### src/hdl/vcs_pkg.sv
// Purpose: shared constants, types and states of the vco calibration sequencer
// Assumes: one clock (mclk); all counting runs on a comparison-clock enable
// Notes: count fields are carried in one packed struct
`default_nettype none
package vcs_pkg;
   localparam int LEVEL_W = 5;          // wait and lock-timeout field width
   localparam int TIMEOUT_W = 10;       // shared timeout count width
   localparam int BAND_W = 8;           // band-selection count width
   localparam int CNT_W = 20;           // holds 30 * 31 * 1023
   localparam int BAND_CNT_W = 12;      // holds 16 * 255
   localparam int BAND_PER_W = 4;       // holds 11
   localparam logic [4:0] LEVEL_MAX = 5'h1F;
   localparam logic [BAND_CNT_W-1:0] BAND_DIV_FACTOR = 12'h010;   // 16
   localparam logic [BAND_PER_W-1:0] BAND_PERIODS = 4'hB;         // 11
   localparam logic [CNT_W-1:0] LEVEL_FACTOR = 20'h0001E;         // 30
   localparam logic [CNT_W-1:0] CNT_RESET = 20'h00000;
   localparam logic [BAND_CNT_W-1:0] BAND_CNT_RESET = 12'h000;
   localparam logic [BAND_PER_W-1:0] BAND_PER_RESET = 4'h0;

   typedef logic [CNT_W-1:0] vcs_cnt_t;
   typedef logic [BAND_CNT_W-1:0] vcs_bcnt_t;

   typedef struct packed {
      logic [TIMEOUT_W-1:0] timeout;
      logic [LEVEL_W-1:0] lock_timeout;
      logic [BAND_W-1:0] band_div;
      logic [LEVEL_W-1:0] level_wait;
   } vcs_cfg_s;

   localparam vcs_cfg_s CFG_RESET = '0;

   typedef enum logic [3:0] {
      ST_IDLE   = 4'h1,
      ST_SETTLE = 4'h2,
      ST_BAND   = 4'h4,
      ST_LEVEL  = 4'h8
   } vcs_state_e;
endpackage
`default_nettype wire

### src/hdl/vcs_sequencer.sv
// Purpose: vco autocalibration timing sequencer with its reference path
// Assumes: counts are stable while cal_start is given; they are latched then
// Notes: every phase counts comparison-clock ticks, never raw mclk cycles
`default_nettype none
// Functional notes
// RL1 - doubler doubles reference frequency
// RL2 - halver divides reference, even duty
// RL3 - settle lasts timeout times lock-timeout ticks
// RL4 - host keeps settle at least 20 us
// RL5 - band clock is comparison over 16N
// RL6 - band selection lasts eleven band periods
// RL7 - level phase lasts 30 wait timeout
// RL8 - wait and lock-timeout are five bits
// RL9 - host sets wait near 2.5 lock-timeout
// RL10 - phases run strictly in order
module vcs_sequencer (
   input wire logic mclk,
   input wire logic srst,
   input wire logic ref_in,
   input wire logic doubler_en,
   input wire logic halve_en,
   input wire logic cal_start,
   input wire vcs_pkg::vcs_cfg_s cfg_in,
   output logic pfd_clk,
   output logic band_clk,
   output logic tuning_voltage_hold,
   output logic band_select_active,
   output logic automatic_level_calibration_active,
   output logic cal_busy,
   output logic cal_done
);
   // RL8 - five-bit count fields
   if (vcs_pkg::LEVEL_W != 5) begin : g_bad_width
      $error("count fields must be five bits");
   end

   // zero-length product is served as one tick, so the sequence always ends
   function automatic vcs_pkg::vcs_cnt_t last_tick(input vcs_pkg::vcs_cnt_t len);
      last_tick = (len == vcs_pkg::CNT_RESET) ? vcs_pkg::CNT_RESET : len - 1'b1;
   endfunction

   logic pfd_tick;
   logic pfd_clk_int;
   vcs_pkg::vcs_state_e state;
   vcs_pkg::vcs_state_e next_state;
   vcs_pkg::vcs_cfg_s cfg;
   vcs_pkg::vcs_cfg_s next_cfg;
   vcs_pkg::vcs_cnt_t cnt;
   vcs_pkg::vcs_cnt_t next_cnt;
   vcs_pkg::vcs_bcnt_t bcnt;
   vcs_pkg::vcs_bcnt_t next_bcnt;
   logic [vcs_pkg::BAND_PER_W-1:0] bper;
   logic [vcs_pkg::BAND_PER_W-1:0] next_bper;
   vcs_pkg::vcs_cnt_t settle_last;
   vcs_pkg::vcs_cnt_t level_last;
   vcs_pkg::vcs_bcnt_t band_len;
   vcs_pkg::vcs_bcnt_t band_last;
   logic next_band_clk;
   logic next_cal_done;
   logic next_pfd_clk;

   vcs_ref_path u_ref (
      .mclk(mclk),
      .srst(srst),
      .ref_in(ref_in),
      .doubler_en(doubler_en),
      .halve_en(halve_en),
      .pfd_tick(pfd_tick),
      .pfd_clk(pfd_clk_int)
   );

   // phase lengths from the latched counts
   always_comb begin
      // RL3 - settle length product
      settle_last = last_tick(vcs_pkg::vcs_cnt_t'(cfg.timeout) * vcs_pkg::vcs_cnt_t'(cfg.lock_timeout));
      // RL7 - level length product
      level_last = last_tick(vcs_pkg::LEVEL_FACTOR * vcs_pkg::vcs_cnt_t'(cfg.level_wait)
                             * vcs_pkg::vcs_cnt_t'(cfg.timeout));
      // RL5 - divide by sixteen N
      band_len = vcs_pkg::BAND_DIV_FACTOR * vcs_pkg::vcs_bcnt_t'(cfg.band_div);
      band_last = (band_len == vcs_pkg::BAND_CNT_RESET) ? vcs_pkg::BAND_CNT_RESET : band_len - 1'b1;
   end

   // phase sequencing; a start while busy is ignored
   always_comb begin
      next_state = state;
      next_cfg = cfg;
      next_cnt = cnt;
      next_bcnt = bcnt;
      next_bper = bper;
      next_cal_done = 1'b0;
      next_pfd_clk = pfd_clk_int;
      next_band_clk = 1'b0;
      unique case (state)
         vcs_pkg::ST_IDLE: begin
            if (cal_start) begin
               next_cfg = cfg_in;
               next_cnt = vcs_pkg::CNT_RESET;
               next_state = vcs_pkg::ST_SETTLE;
            end
         end
         vcs_pkg::ST_SETTLE: begin
            if (pfd_tick) begin
               // RL10 - band only after settle
               if (cnt >= settle_last) begin
                  next_cnt = vcs_pkg::CNT_RESET;
                  next_bcnt = vcs_pkg::BAND_CNT_RESET;
                  next_bper = vcs_pkg::BAND_PER_RESET;
                  next_state = vcs_pkg::ST_BAND;
               end else begin
                  next_cnt = cnt + 1'b1;
               end
            end
         end
         vcs_pkg::ST_BAND: begin
            // high for the first half of each band period
            next_band_clk = (bcnt < (band_len >> 1)) || (band_len == vcs_pkg::BAND_CNT_RESET);
            if (pfd_tick) begin
               if (bcnt >= band_last) begin
                  next_bcnt = vcs_pkg::BAND_CNT_RESET;
                  // RL6 - eleven band periods
                  if (bper == vcs_pkg::BAND_PERIODS - 1'b1) begin
                     next_bper = vcs_pkg::BAND_PER_RESET;
                     next_cnt = vcs_pkg::CNT_RESET;
                     next_band_clk = 1'b0;
                     // RL10 - level only after band
                     next_state = vcs_pkg::ST_LEVEL;
                  end else begin
                     next_bper = bper + 1'b1;
                  end
               end else begin
                  next_bcnt = bcnt + 1'b1;
               end
            end
         end
         vcs_pkg::ST_LEVEL: begin
            if (pfd_tick) begin
               if (cnt >= level_last) begin
                  next_cnt = vcs_pkg::CNT_RESET;
                  next_cal_done = 1'b1;
                  next_state = vcs_pkg::ST_IDLE;
               end else begin
                  next_cnt = cnt + 1'b1;
               end
            end
         end
         default: begin
            next_state = vcs_pkg::ST_IDLE;
         end
      endcase
   end

   // registers; status outputs decode the next state so they stay flop-driven
   always_ff @(posedge mclk) begin
      if (srst) begin
         state <= vcs_pkg::ST_IDLE;
         cfg <= vcs_pkg::CFG_RESET;
         cnt <= vcs_pkg::CNT_RESET;
         bcnt <= vcs_pkg::BAND_CNT_RESET;
         bper <= vcs_pkg::BAND_PER_RESET;
         pfd_clk <= 1'b0;
         band_clk <= 1'b0;
         tuning_voltage_hold <= 1'b0;
         band_select_active <= 1'b0;
         automatic_level_calibration_active <= 1'b0;
         cal_busy <= 1'b0;
         cal_done <= 1'b0;
      end else begin
         state <= next_state;
         cfg <= next_cfg;
         cnt <= next_cnt;
         bcnt <= next_bcnt;
         bper <= next_bper;
         pfd_clk <= next_pfd_clk;
         band_clk <= next_band_clk;
         tuning_voltage_hold <= (next_state == vcs_pkg::ST_SETTLE);
         band_select_active <= (next_state == vcs_pkg::ST_BAND);
         automatic_level_calibration_active <= (next_state == vcs_pkg::ST_LEVEL);
         cal_busy <= (next_state != vcs_pkg::ST_IDLE);
         cal_done <= next_cal_done;
      end
   end
endmodule
`default_nettype wire

### src/hdl/vcs_ref_path.sv
// Purpose: reference doubler and divide-by-2 producing the comparison clock
// Assumes: ref_in is synchronous to mclk and well below half its rate
// Notes: the comparison clock is a level plus a one-cycle tick per period
`default_nettype none
module vcs_ref_path (
   input wire logic mclk,
   input wire logic srst,
   input wire logic ref_in,
   input wire logic doubler_en,
   input wire logic halve_en,
   output logic pfd_tick,
   output logic pfd_clk
);
   logic ref_q;
   logic half_q;
   logic next_half_q;
   logic next_pfd_tick;
   logic next_pfd_clk;
   logic rise;
   logic fall;
   logic edge_evt;

   // edge detection; doubling takes both edges, so two events per reference period
   always_comb begin
      rise = ref_in & ~ref_q;
      fall = ~ref_in & ref_q;
      // RL1 - doubler both edges
      edge_evt = doubler_en ? (rise | fall) : rise;
      next_half_q = half_q;
      next_pfd_tick = 1'b0;
      next_pfd_clk = doubler_en ? edge_evt : ref_in;
      if (halve_en) begin
         // RL2 - toggle halves, even duty
         if (edge_evt) begin
            next_half_q = ~half_q;
         end
         next_pfd_tick = edge_evt & ~half_q;
         next_pfd_clk = next_half_q;
      end else begin
         next_pfd_tick = edge_evt;
      end
   end

   // registers only
   always_ff @(posedge mclk) begin
      if (srst) begin
         // seeded from the pin so a high reference at release gives no false edge
         ref_q <= ref_in;
         half_q <= 1'b0;
         pfd_tick <= 1'b0;
         pfd_clk <= 1'b0;
      end else begin
         ref_q <= ref_in;
         half_q <= next_half_q;
         pfd_tick <= next_pfd_tick;
         pfd_clk <= next_pfd_clk;
      end
   end
endmodule
`default_nettype wire

### config.mk
export PLATFORM = sky130hd
export DESIGN_NAME = vcs_sequencer
export DESIGN_NICKNAME = d
export VERILOG_FILES = /design/src/hdl/vcs_pkg.sv /design/src/hdl/vcs_sequencer.sv /design/src/hdl/vcs_ref_path.sv
export SDC_FILE = /design/constraint.sdc
export NUM_CORES = 1
export LEC_CHECK = 0
export BUFFER_PORTS_ARGS = -buffer_cell sky130_fd_sc_hd__buf_2
export CAP_MARGIN = 15
export CORE_MARGIN = 10
export CORE_UTILIZATION = 25
export DETAILED_ROUTE_END_ITERATION = 8
export PLACE_DENSITY = 0.38
export REMOVE_ABC_BUFFERS = 1
export SLEW_MARGIN = 10
export SYNTH_ARGS = -nofsm -noshare
export SYNTH_HDL_FRONTEND = slang
export SYNTH_SLANG_ARGS = --single-unit
### constraint.sdc
create_clock -name mclk -period 14.6 [get_ports mclk]
set_input_delay 0.73 -clock mclk [delete_from_list [all_inputs] [get_ports mclk]]
set_output_delay 0.73 -clock mclk [all_outputs]
set_load 0.01 [all_outputs]
==> impl_metrics.env, run 1 <==
export IMPL_grt_pass1_vias=8983
export IMPL_cts_sinks=79
export IMPL_status="complete, no violations"
export IMPL_comb_power_share_pct=46.1
export IMPL_track_usage_pct=11.3
export IMPL_grt_pass1_wl_um=46800
export IMPL_cts_tree="yes"
export IMPL_max_freq_mhz=102
export IMPL_setup_viol=0
export IMPL_cts_hold_repair_buffers=0
export IMPL_intPower_w=0.000528
export IMPL_fin_crit_ns=9.80
export IMPL_critPathSlowestCell="dfxtp_1"
export IMPL_power_leakage_nw=5.40
export IMPL_finalSetupTns_ns=0
export IMPL_chipWidth_um=226
export IMPL_worst_pin_slew_ns=0.876
export IMPL_cts_resized=0
export IMPL_core_um2=41900
export IMPL_vias=8829
export IMPL_die_h_um=226
export IMPL_fin_crit_sh_pct=67.1
export IMPL_cts_setup_buffers=0
export IMPL_slew_violations=0
export IMPL_wirelength_um=28100
export IMPL_detail_route_antenna_nets=0
export IMPL_path_max_fanout=20
export IMPL_synthArstFlopShare_pct=0
export IMPL_cp_data_required_time_ns=14.85
export IMPL_crit_family="adder cells"
export IMPL_ff_latch_area_um2=1580
export IMPL_cpMostUsedCell="fa_1"
export IMPL_die_area_um2=51100
export IMPL_ctsHtreeMaxLevel=3
export IMPL_drt_pass1_iter_count=5
export IMPL_place_area_um2=11400
export IMPL_start_kind="register"
export IMPL_finalInstanceArea_um2=11700
export IMPL_rsz0062_at_grt="no"
export IMPL_nets=1594
export IMPL_multiInputGateArea_um2=8320
export IMPL_max_stage_delay_ns=0.61
export IMPL_hold_viol=0
export IMPL_port_buffers=40
export IMPL_critical_path_class="register to register"
export IMPL_worst_slew_margin_rel_pct=41.2
export IMPL_grt_max_degree=49
export IMPL_endpoint_kind="register"
export IMPL_peakVddDrop_mv=0.0556
export IMPL_clock_power_share_pct=27.5
export IMPL_arrival_ns=10.05
export IMPL_yosysWarnings=0
export IMPL_grt_remaining_overflow=0
export IMPL_clk_pin_slew_worst_paths_ns=0.07
export IMPL_dpl_cell_count=1858
export IMPL_power_total_w=0.000905
export IMPL_power_density_nw_per_um2=77.5
export IMPL_p_seq_share_pct=26.4
export IMPL_numCtsBuffers=9
export IMPL_netSwitchingPower_w=0.000378
export IMPL_post_route_util_pct=27.9
export IMPL_initial_core_util_pct=25.3
export IMPL_clk_path_buf_depth=2
export IMPL_drive_above_1_share_pct=6.74
export IMPL_syn_area_per_cell_um2=8.06
export IMPL_ys_types=80
export IMPL_ys_seq_elements=79
export IMPL_synth_edf_count=0
export IMPL_fin_cells=1874
export IMPL_hold_class="register to register"
export IMPL_cp_num_buf_inv=3
export IMPL_post_dp_hpwl_um=22800
export IMPL_cts_root_buf="clkbuf_16"
export IMPL_syn_instance_count=1319
export IMPL_gp_congestion=0.771
export IMPL_route_detailed_drc=0
export IMPL_io_pins=41
export IMPL_nFillCells=4565
export IMPL_areaGrowthSynthToFinish_pct=10.0
export IMPL_ys_seq_area_share_pct=14.9
export IMPL_sw_frac_of_total_pct=41.7
export IMPL_n_antenna_cell=0
export IMPL_clkLatencyLatePin_ns=0.37
export IMPL_synth_ff_type="dfxtp_1"
export IMPL_antenna_found_initial=0
export IMPL_rows=75
export IMPL_netlist_area_um2=10600
export IMPL_maxCapViolations=0
export IMPL_drt_iter0_markers=324
export IMPL_avgViaCountPerCell=4.71
export IMPL_skew_ns=0.0109
export IMPL_wl_per_cell_um=15.0
## stage by stage
step                setup WS [ns]  hold WS [ns]
floorplan                    5.01         0.414
global placement             5.00         0.450
detailed placement           4.75         0.427
CTS                          4.72         0.459
global route                 4.02         0.479
finish                       4.80         0.454
## path summary, 6_finish.rpt
kind	end	slack [ns]	from	depth (start not counted)
max reg2reg	cnt[4]$_SDFFE_PP0P_	4.80	cfg[0]$_SDFFE_PP0P_	33
min	pfd_clk$_SDFF_PP0_	0.45	u_ref.pfd_clk$_SDFF_PP0_	1
min reg2reg	pfd_clk$_SDFF_PP0_	0.45	u_ref.pfd_clk$_SDFF_PP0_	1
max	cnt[4]$_SDFFE_PP0P_	4.80	cfg[0]$_SDFFE_PP0P_	33
## placed cells by master (no fill, tap or decap), drive strengths merged, types with 13 or more instances in the layout
cell type,synthesis,routed
nand2,204,204
a211oi,13,13
dfxtp,79,79
nor3,20,20
nand3,28,28
ha,142,142
a21oi,80,80
nand2b,13,13
nor2,77,77
a21o,20,20
xnor2,38,38
nor2b,17,17
buf,6,46
o21ai,43,43
nand4,19,19
and2,66,66
inv,147,149
fa,88,88
xor2,32,32
## final cells by class
| type | instances | share of cell area (%) |
|---|---|---|
| Inverter | 147 | 4.72 |
| Clock buffer | 10 | 2.04 |
| Clock inverter | 6 | 0.653 |
| Multi-Input combinational cell | 1047 | 71.2 |
| Tap cell | 539 | 5.77 |
| Sequential cell | 79 | 13.5 |
| Timing Repair Buffer | 46 | 2.10 |
## sequential cells by signal (all words and copies together) (netlist names)
register	cells
bper	4
u_ref.half_q	1
u_ref.ref_q	1
u_ref.pfd_tick	1
cal_done	1
band_clk	1
tuning_voltage_hold	1
bcnt	12
state	4
u_ref.pfd_clk	1
pfd_clk	1
automatic_level_calibration_active	1
cal_busy	1
cnt	20
cfg	28
band_select_active	1
## synth_stat cells, drive strengths merged (3+ instances only)
cell type / n / area, um2
xnor2: 38 / 333
or2: 3 / 18.8
a21oi: 80 / 400
a211oi: 13 / 128
ha: 142 / 1780
and2: 66 / 413
o211ai: 7 / 52.6
o2111ai: 8 / 70.1
nor3: 20 / 100
nor2b: 17 / 106
nand2: 204 / 766
nand2b: 13 / 81.3
or4: 7 / 60.1
nor4: 5 / 37.5
a211o: 3 / 26.3
buf: 6 / 36.3
a21boi: 4 / 30.0
o21ai: 43 / 219
nor3b: 5 / 37.5
o211a: 4 / 40.0
nand3: 28 / 140
inv: 147 / 552
nand4: 19 / 134
o21a: 9 / 67.6
o31ai: 9 / 72.6
and3: 11 / 68.8
nor2: 77 / 289
xor2: 32 / 280
fa: 88 / 1760
nor4b: 4 / 62.6
nand3b: 7 / 52.6
or3: 12 / 75.1
and4: 4 / 35.0
mux2i: 6 / 60.1
a21o: 20 / 150
o21bai: 4 / 30.0
a22oi: 3 / 22.5
dfxtp: 79 / 1580
clkbuf: 40 / 151
a31oi: 4 / 25.0
## metal layers
metal / GRT usage (%) / vias to the layer above / part of all wire [%]
li1: - / 4459 / -
met1: 15.3 / 4303 / 50
met2: 18.7 / 51 / 48
met3: 1.30 / 16 / 1.7
met4: 2.96 / 0 / 1.1
met5: 0 / - / 0
## power groups by stage
stage,combinational [W],sequential [W],clock [W]
2_1_floorplan,0.000315,0.000238,0
3_3_place_gp,0.000423,0.000244,0
4_1_cts,0.000428,0.000239,0.000260
3_5_place_dp,0.000425,0.000244,0
6_report,0.000417,0.000239,0.000249
5_1_grt,0.000484,0.000241,0.000267
## cell families after synthesis
group                    count (synthesis)  share of synthesized area, %
AO/OA/AOI/OAI                          235                          14.8
adder cells (fa/ha/maj)                230                          33.3
multiplexers                             7                         0.671
AND/OR/NAND/NOR                        505                          23.6
flip-flops                              79                          14.9
buffers and inverters                  193                          6.96
XOR/XNOR                                70                          5.77
## worst register-to-register path, delay by kind of cell, from the launching register on
kind | cells | cell delay (ns)
buffers and inverters | 3 | 0.39
flip-flops | 1 | 0.61
adder cells (fa/ha/maj) | 9 | 4.13
AO/OA/AOI/OAI | 13 | 2.47
XOR/XNOR | 1 | 0.60
AND/OR/NAND/NOR | 7 | 1.50
(Power assumes the default switching activity.)
==> run 2: changes to the inputs <==
- PLACE_DENSITY: 0.38 -> 0.39
- clock period: 14.6 -> 8.8 ns (I/O delays scaled with it)
==> run 2 against run 1 <==
Against the previous run: sequential share of layout area down 0.80 points; fmax grew 16%; clock skew fell by 0.0017 ns; clock power increased by 51%; global-route usage about the same; wire length up 2.1%; hold slack lost 0.26 ns; utilization grew 1.9 points; worst setup slack worse by 4.5 ns; cell area is 6.8% higher.
==> impl_metrics.env, run 2 (same netlist as run 1, synthesis figures left out) <==
export IMPL_cp_data_required_time_ns=9.06
export IMPL_place_ws_ns=-0.245
export IMPL_largest_register="cfg"
export IMPL_post_dp_hpwl_um=23000
export IMPL_clkLatencyLatePin_ns=0.38
export IMPL_power_leakage_nw=5.76
export IMPL_p_seq_share_pct=24.3
export IMPL_hold_class="primary input to register"
export IMPL_drt_pass1_iter_count=5
export IMPL_endpoint_kind="register"
export IMPL_clk_pin_slew_worst_paths_ns=0.07
export IMPL_die_area_um2=51100
export IMPL_clk_path_buf_depth=2
export IMPL_path_max_fanout=7
export IMPL_intPower_w=0.000942
export IMPL_drive_above_1_share_pct=14.6
export IMPL_finalSetupTns_ns=0
export IMPL_grt_busiest_layer="met2"
export IMPL_reg2reg_from="cfg[1]$_SDFFE_PP0P_"
export IMPL_antenna_found_initial=0
export IMPL_numCtsBuffers=9
export IMPL_netSwitchingPower_w=0.000676
export IMPL_grt_max_degree=49
export IMPL_port_buffers=40
export IMPL_cp_num_buf_inv=6
export IMPL_grt_pass1_wl_um=46700
export IMPL_r2r_end="cnt[6]$_SDFFE_PP0P_"
export IMPL_vias=9140
export IMPL_start_kind="register"
export IMPL_ff2ff_path_depth=33
export IMPL_grt_remaining_overflow=0
export IMPL_cpMostUsedCell="fa_1"
export IMPL_cts_sinks=79
export IMPL_crit_family="adder cells"
export IMPL_largestRegisters="cfg x28, cnt x20, bcnt x12"
export IMPL_initial_core_util_pct=25.3
export IMPL_chipWidth_um=226
export IMPL_wirelength_um=28700
export IMPL_sw_frac_of_total_pct=41.8
export IMPL_whs_path_depth=1
export IMPL_fin_crit_sh_pct=96.3
export IMPL_peakVddDrop_mv=0.0852
export IMPL_n_antenna_cell=0
export IMPL_drt_iter0_markers=321
export IMPL_status="complete, no violations"
export IMPL_use_met1_pct=15.1
export IMPL_gp_congestion=0.783
export IMPL_crit_end="cnt[6]$_SDFFE_PP0P_"
export IMPL_clock_power_share_pct=23.2
export IMPL_hold_viol=0
export IMPL_critPathLaunch="cfg[1]$_SDFFE_PP0P_"
export IMPL_avgViaCountPerCell=4.71
export IMPL_route_detailed_drc=0
export IMPL_max_stage_delay_ns=0.56
export IMPL_finalInstanceArea_um2=12500
export IMPL_cts_root_buf="clkbuf_16"
export IMPL_critical_path_class="register to register"
export IMPL_nets=1660
export IMPL_grt_use_met2_pct=18.8
export IMPL_power_total_w=0.00162
export IMPL_maxCapViolations=0
export IMPL_critPathSlowestCell="fa_1"
export IMPL_areaGrowthSynthToFinish_pct=17.5
export IMPL_place_area_um2=11800
export IMPL_slew_violations=0
export IMPL_r2r_slack_ns=0.33
export IMPL_skew_ns=0.00914
export IMPL_detail_route_antenna_nets=0
export IMPL_use_met3_pct=1.40
export IMPL_die_h_um=226
export IMPL_io_pins=41
export IMPL_cts_tree="yes"
export IMPL_wl_per_cell_um=14.8
export IMPL_core_um2=41900
export IMPL_largest_reg_flops=28
export IMPL_setup_viol=0
export IMPL_worst_pin_slew_ns=0.886
export IMPL_final_cell_mix="nand2_1 (203), inv_1 (143), ha_1 (135), fa_1 (86), a21oi_1 (76)"
export IMPL_fin_crit_ns=8.47
export IMPL_arrival_ns=8.73
export IMPL_layout_commonest_cell="nand2_1"
export IMPL_max_freq_mhz=118
export IMPL_setup_ws_ns=0.326
export IMPL_ctsHtreeMaxLevel=3
export IMPL_comb_power_share_pct=52.5
export IMPL_power_density_nw_per_um2=130
export IMPL_worst_slew_margin_rel_pct=40.7
export IMPL_cp_depth=33
export IMPL_rows=75
export IMPL_grt_pass1_vias=9002
export IMPL_nFillCells=4565
export IMPL_track_usage_pct=11.3
## run 2: changes by cell type in the layout (fill, tap and decap cells not counted), sizes merged
cell	change
buf	+65
bufinv	-1
clkinv	-2
clkinvlp	+2
nand4	+1
## run 2: routing by layer
layer,share of wire [%],vias up
met5,0,-
met4,1.3,0
met3,1.5,18
met2,48,49
met1,49,4470
li1,-,4603
## run 2: power by group through the flow
stage	registers, W	clock network (W)	logic (W)
after global placement	0.000401	0	0.000792
after CTS	0.000393	0.000393	0.000812
after floorplan	0.000394	0	0.000522
after detailed placement	0.000401	0	0.000795
after global routing	0.000396	0.000405	0.000961
final	0.000393	0.000376	0.000849
## run 2: cell type report
class                   count  area [um2]  share of cell area (%)
well taps                 539         674                    5.40
inverters                 147         552                    4.42
clock buffers              10         239                    1.91
repair buffers            111         752                    6.03
clock inverters             5        41.3                   0.331
flip-flops and latches     79        1590                    12.7
multi-input cells        1048        8630                    69.2
## run 2: how the worst min path moves through the flow
stage,end,from
5_1_grt,u_ref.ref_q$_DFF_P_,ref_in
2_1_floorplan,pfd_clk$_SDFF_PP0_,u_ref.pfd_clk$_SDFF_PP0_
4_1_cts,u_ref.ref_q$_DFF_P_,ref_in
3_5_place_dp,pfd_clk$_SDFF_PP0_,u_ref.pfd_clk$_SDFF_PP0_
3_3_place_gp,pfd_clk$_SDFF_PP0_,u_ref.pfd_clk$_SDFF_PP0_
6_report,u_ref.ref_q$_DFF_P_,ref_in
## run 2: timing repair
action                                  in CTS  in global routing
pin swaps                                    5                 60
resized for setup                           13                 58
buffers inserted                             0                 10
endpoints found under the setup margin      25                 25
hold buffers                                 0                  0
cloned                                       1                  1
## run 2: through the flow
| step | hold WS (ns) | instances | util, % |
|---|---|---|---|
| after floorplan | 0.414 | 1273 | - |
| after global placement | 0.437 | 1913 | 28.1 |
| after detailed placement | 0.424 | 1913 | 28.1 |
| after CTS | 0.175 | 1929 | 28.9 |
| after global routing | 0.181 | 1939 | 29.8 |
| final | 0.197 | 1939 | 29.8 |
==> run 3: changes to the inputs <==
- CORE_ASPECT_RATIO: unset -> 0.75
==> run 3 against run 2 <==
Against the previous run: die area grew 0.17%; combinational power grew 9.1%; global-route usage shrank 0.086 points; wire length grew 0.75%; first-iteration DRC count grew 37%; cell count grew 2.2%; critical path type unchanged; largest cell class unchanged; highest routed layer unchanged.
==> impl_metrics.env, run 3 (same netlist as run 1, synthesis figures left out) <==
export IMPL_clk_pin_slew_worst_paths_ns=0.07
export IMPL_power_total_w=0.00169
export IMPL_cpMostUsedCell="fa_1"
export IMPL_skew_ns=0.00939
export IMPL_drive_above_1_share_pct=15.9
export IMPL_hold_viol=0
export IMPL_status="complete, no violations"
export IMPL_vias=9019
export IMPL_grt_pass1_wl_um=46900
export IMPL_path_max_fanout=6
export IMPL_cts_root_buf="clkbuf_16"
export IMPL_route_detailed_drc=0
export IMPL_grt_remaining_overflow=0
export IMPL_largest_reg_flops=28
export IMPL_port_buffers=40
export IMPL_largestRegisters="cfg x28, cnt x20, bcnt x12"
export IMPL_track_usage_pct=11.3
export IMPL_fin_crit_sh_pct=97.2
export IMPL_avgViaCountPerCell=4.55
export IMPL_clkLatencyLatePin_ns=0.36
export IMPL_gp_congestion=0.783
export IMPL_power_density_nw_per_um2=133
export IMPL_endpoint_kind="register"
export IMPL_chipWidth_um=258
export IMPL_cts_hold_repair_buffers=0
export IMPL_largest_register="cfg"
export IMPL_cts_sinks=79
export IMPL_max_stage_delay_ns=0.59
export IMPL_maxCapViolations=0
export IMPL_cp_num_buf_inv=5
export IMPL_io_pins=41
export IMPL_n_antenna_cell=0
export IMPL_slew_violations=0
export IMPL_detail_route_antenna_nets=0
export IMPL_power_leakage_nw=5.85
export IMPL_drt_iter0_markers=440
export IMPL_multiInputGateArea_um2=8700
export IMPL_core_um2=42000
export IMPL_ctsHtreeMaxLevel=3
export IMPL_worst_slew_margin_rel_pct=46.0
export IMPL_wirelength_um=28900
export IMPL_crit_family="adder cells"
export IMPL_grt_pass1_vias=8685
export IMPL_max_freq_mhz=117
export IMPL_post_route_util_pct=30.3
export IMPL_critPathSlowestCell="fa_1"
export IMPL_initial_core_util_pct=25.3
export IMPL_arrival_ns=8.81
export IMPL_antenna_found_initial=0
export IMPL_die_h_um=199
export IMPL_layout_commonest_cell="nand2_1"
export IMPL_nFillCells=4536
export IMPL_cts_tree="yes"
export IMPL_worst_pin_slew_ns=0.806
export IMPL_post_dp_hpwl_um=23200
export IMPL_numCtsBuffers=9
export IMPL_rows=65
export IMPL_final_cell_mix="nand2_1 (198), inv_1 (144), ha_1 (132), fa_1 (87), dfxtp_1 (77)"
export IMPL_nets=1671
export IMPL_ff_latch_area_um2=1590
export IMPL_peakVddDrop_mv=0.114
export IMPL_setup_viol=0
export IMPL_areaGrowthSynthToFinish_pct=19.8
export IMPL_wl_per_cell_um=14.6
export IMPL_cp_data_required_time_ns=9.06
export IMPL_fin_crit_ns=8.55
export IMPL_clk_path_buf_depth=2
export IMPL_die_area_um2=51200
export IMPL_drt_pass1_iter_count=4
export IMPL_critical_path_class="register to register"
export IMPL_start_kind="register"
export IMPL_hold_class="primary input to register"
export IMPL_grt_max_degree=49
==> run 3: changes by cell type in the layout (fill, tap and decap cells not counted), sizes merged <==
cell      delta
nand4        -1
clkinvlp     -1
clkinv       +1
buf         +11
inv          +1
clkbuf       +1
==> run 3: final timing paths <==
check,startpoint,slack [ns],endpoint,cells past startpoint
max,cfg[2]$_SDFFE_PP0P_,0.25,cnt[19]$_SDFFE_PP0P_,35
min,ref_in,0.22,u_ref.ref_q$_DFF_P_,1
max reg2reg,cfg[2]$_SDFFE_PP0P_,0.25,cnt[19]$_SDFFE_PP0P_,35
min reg2reg,u_ref.pfd_clk$_SDFF_PP0_,0.45,pfd_clk$_SDFF_PP0_,1
==> run 3: power by group <==
part           internal [W]  switching (W)
Clock              0.000203       0.000174
Sequential         0.000370      0.0000214
Combinational      0.000412       0.000514
==> run 3: layout make-up <==
class | instances | share of cell area [%]
sequential | 79 | 12.5
clock inverter | 6 | 0.393
clock buffer | 10 | 1.88
inverter | 147 | 4.33
timing repair buffer | 123 | 6.97
tap | 569 | 5.59
multi-input combinational | 1047 | 68.4
==> run 3: timing repair <==
action,in CTS,in global routing
resized for setup,9,82
setup endpoints to repair,25,25
pin swaps,3,53
buffers inserted,1,12
cloned,1,1
==> run 3: layer usage <==
| layer | up-vias | GRT usage [%] | wire length, um |
|---|---|---|---|
| li1 | 4616 | - | - |
| met3 | 17 | 1.03 | 539 |
| met1 | 4315 | 17.4 | 16100 |
| met2 | 71 | 16.2 | 12000 |
| met5 | - | 0 | 0 |
| met4 | 0 | 2.74 | 299 |
==> run 3: per-stage QoR <==
step	setup slack [ns]	std cells	instance area, um2	TNS, ns	hold slack [ns]
2_1_floorplan	-0.794	1273	10400	-15.85	0.414
3_3_place_gp	-0.117	1951	11900	-2.31	0.448
3_5_place_dp	-0.118	1951	11900	-2.47	0.445
4_1_cts	0.0104	1969	12200	0	0.194
5_1_grt	-0.0959	1981	12700	-1.61	0.199
6_report	0.245	1981	12700	0	0.215
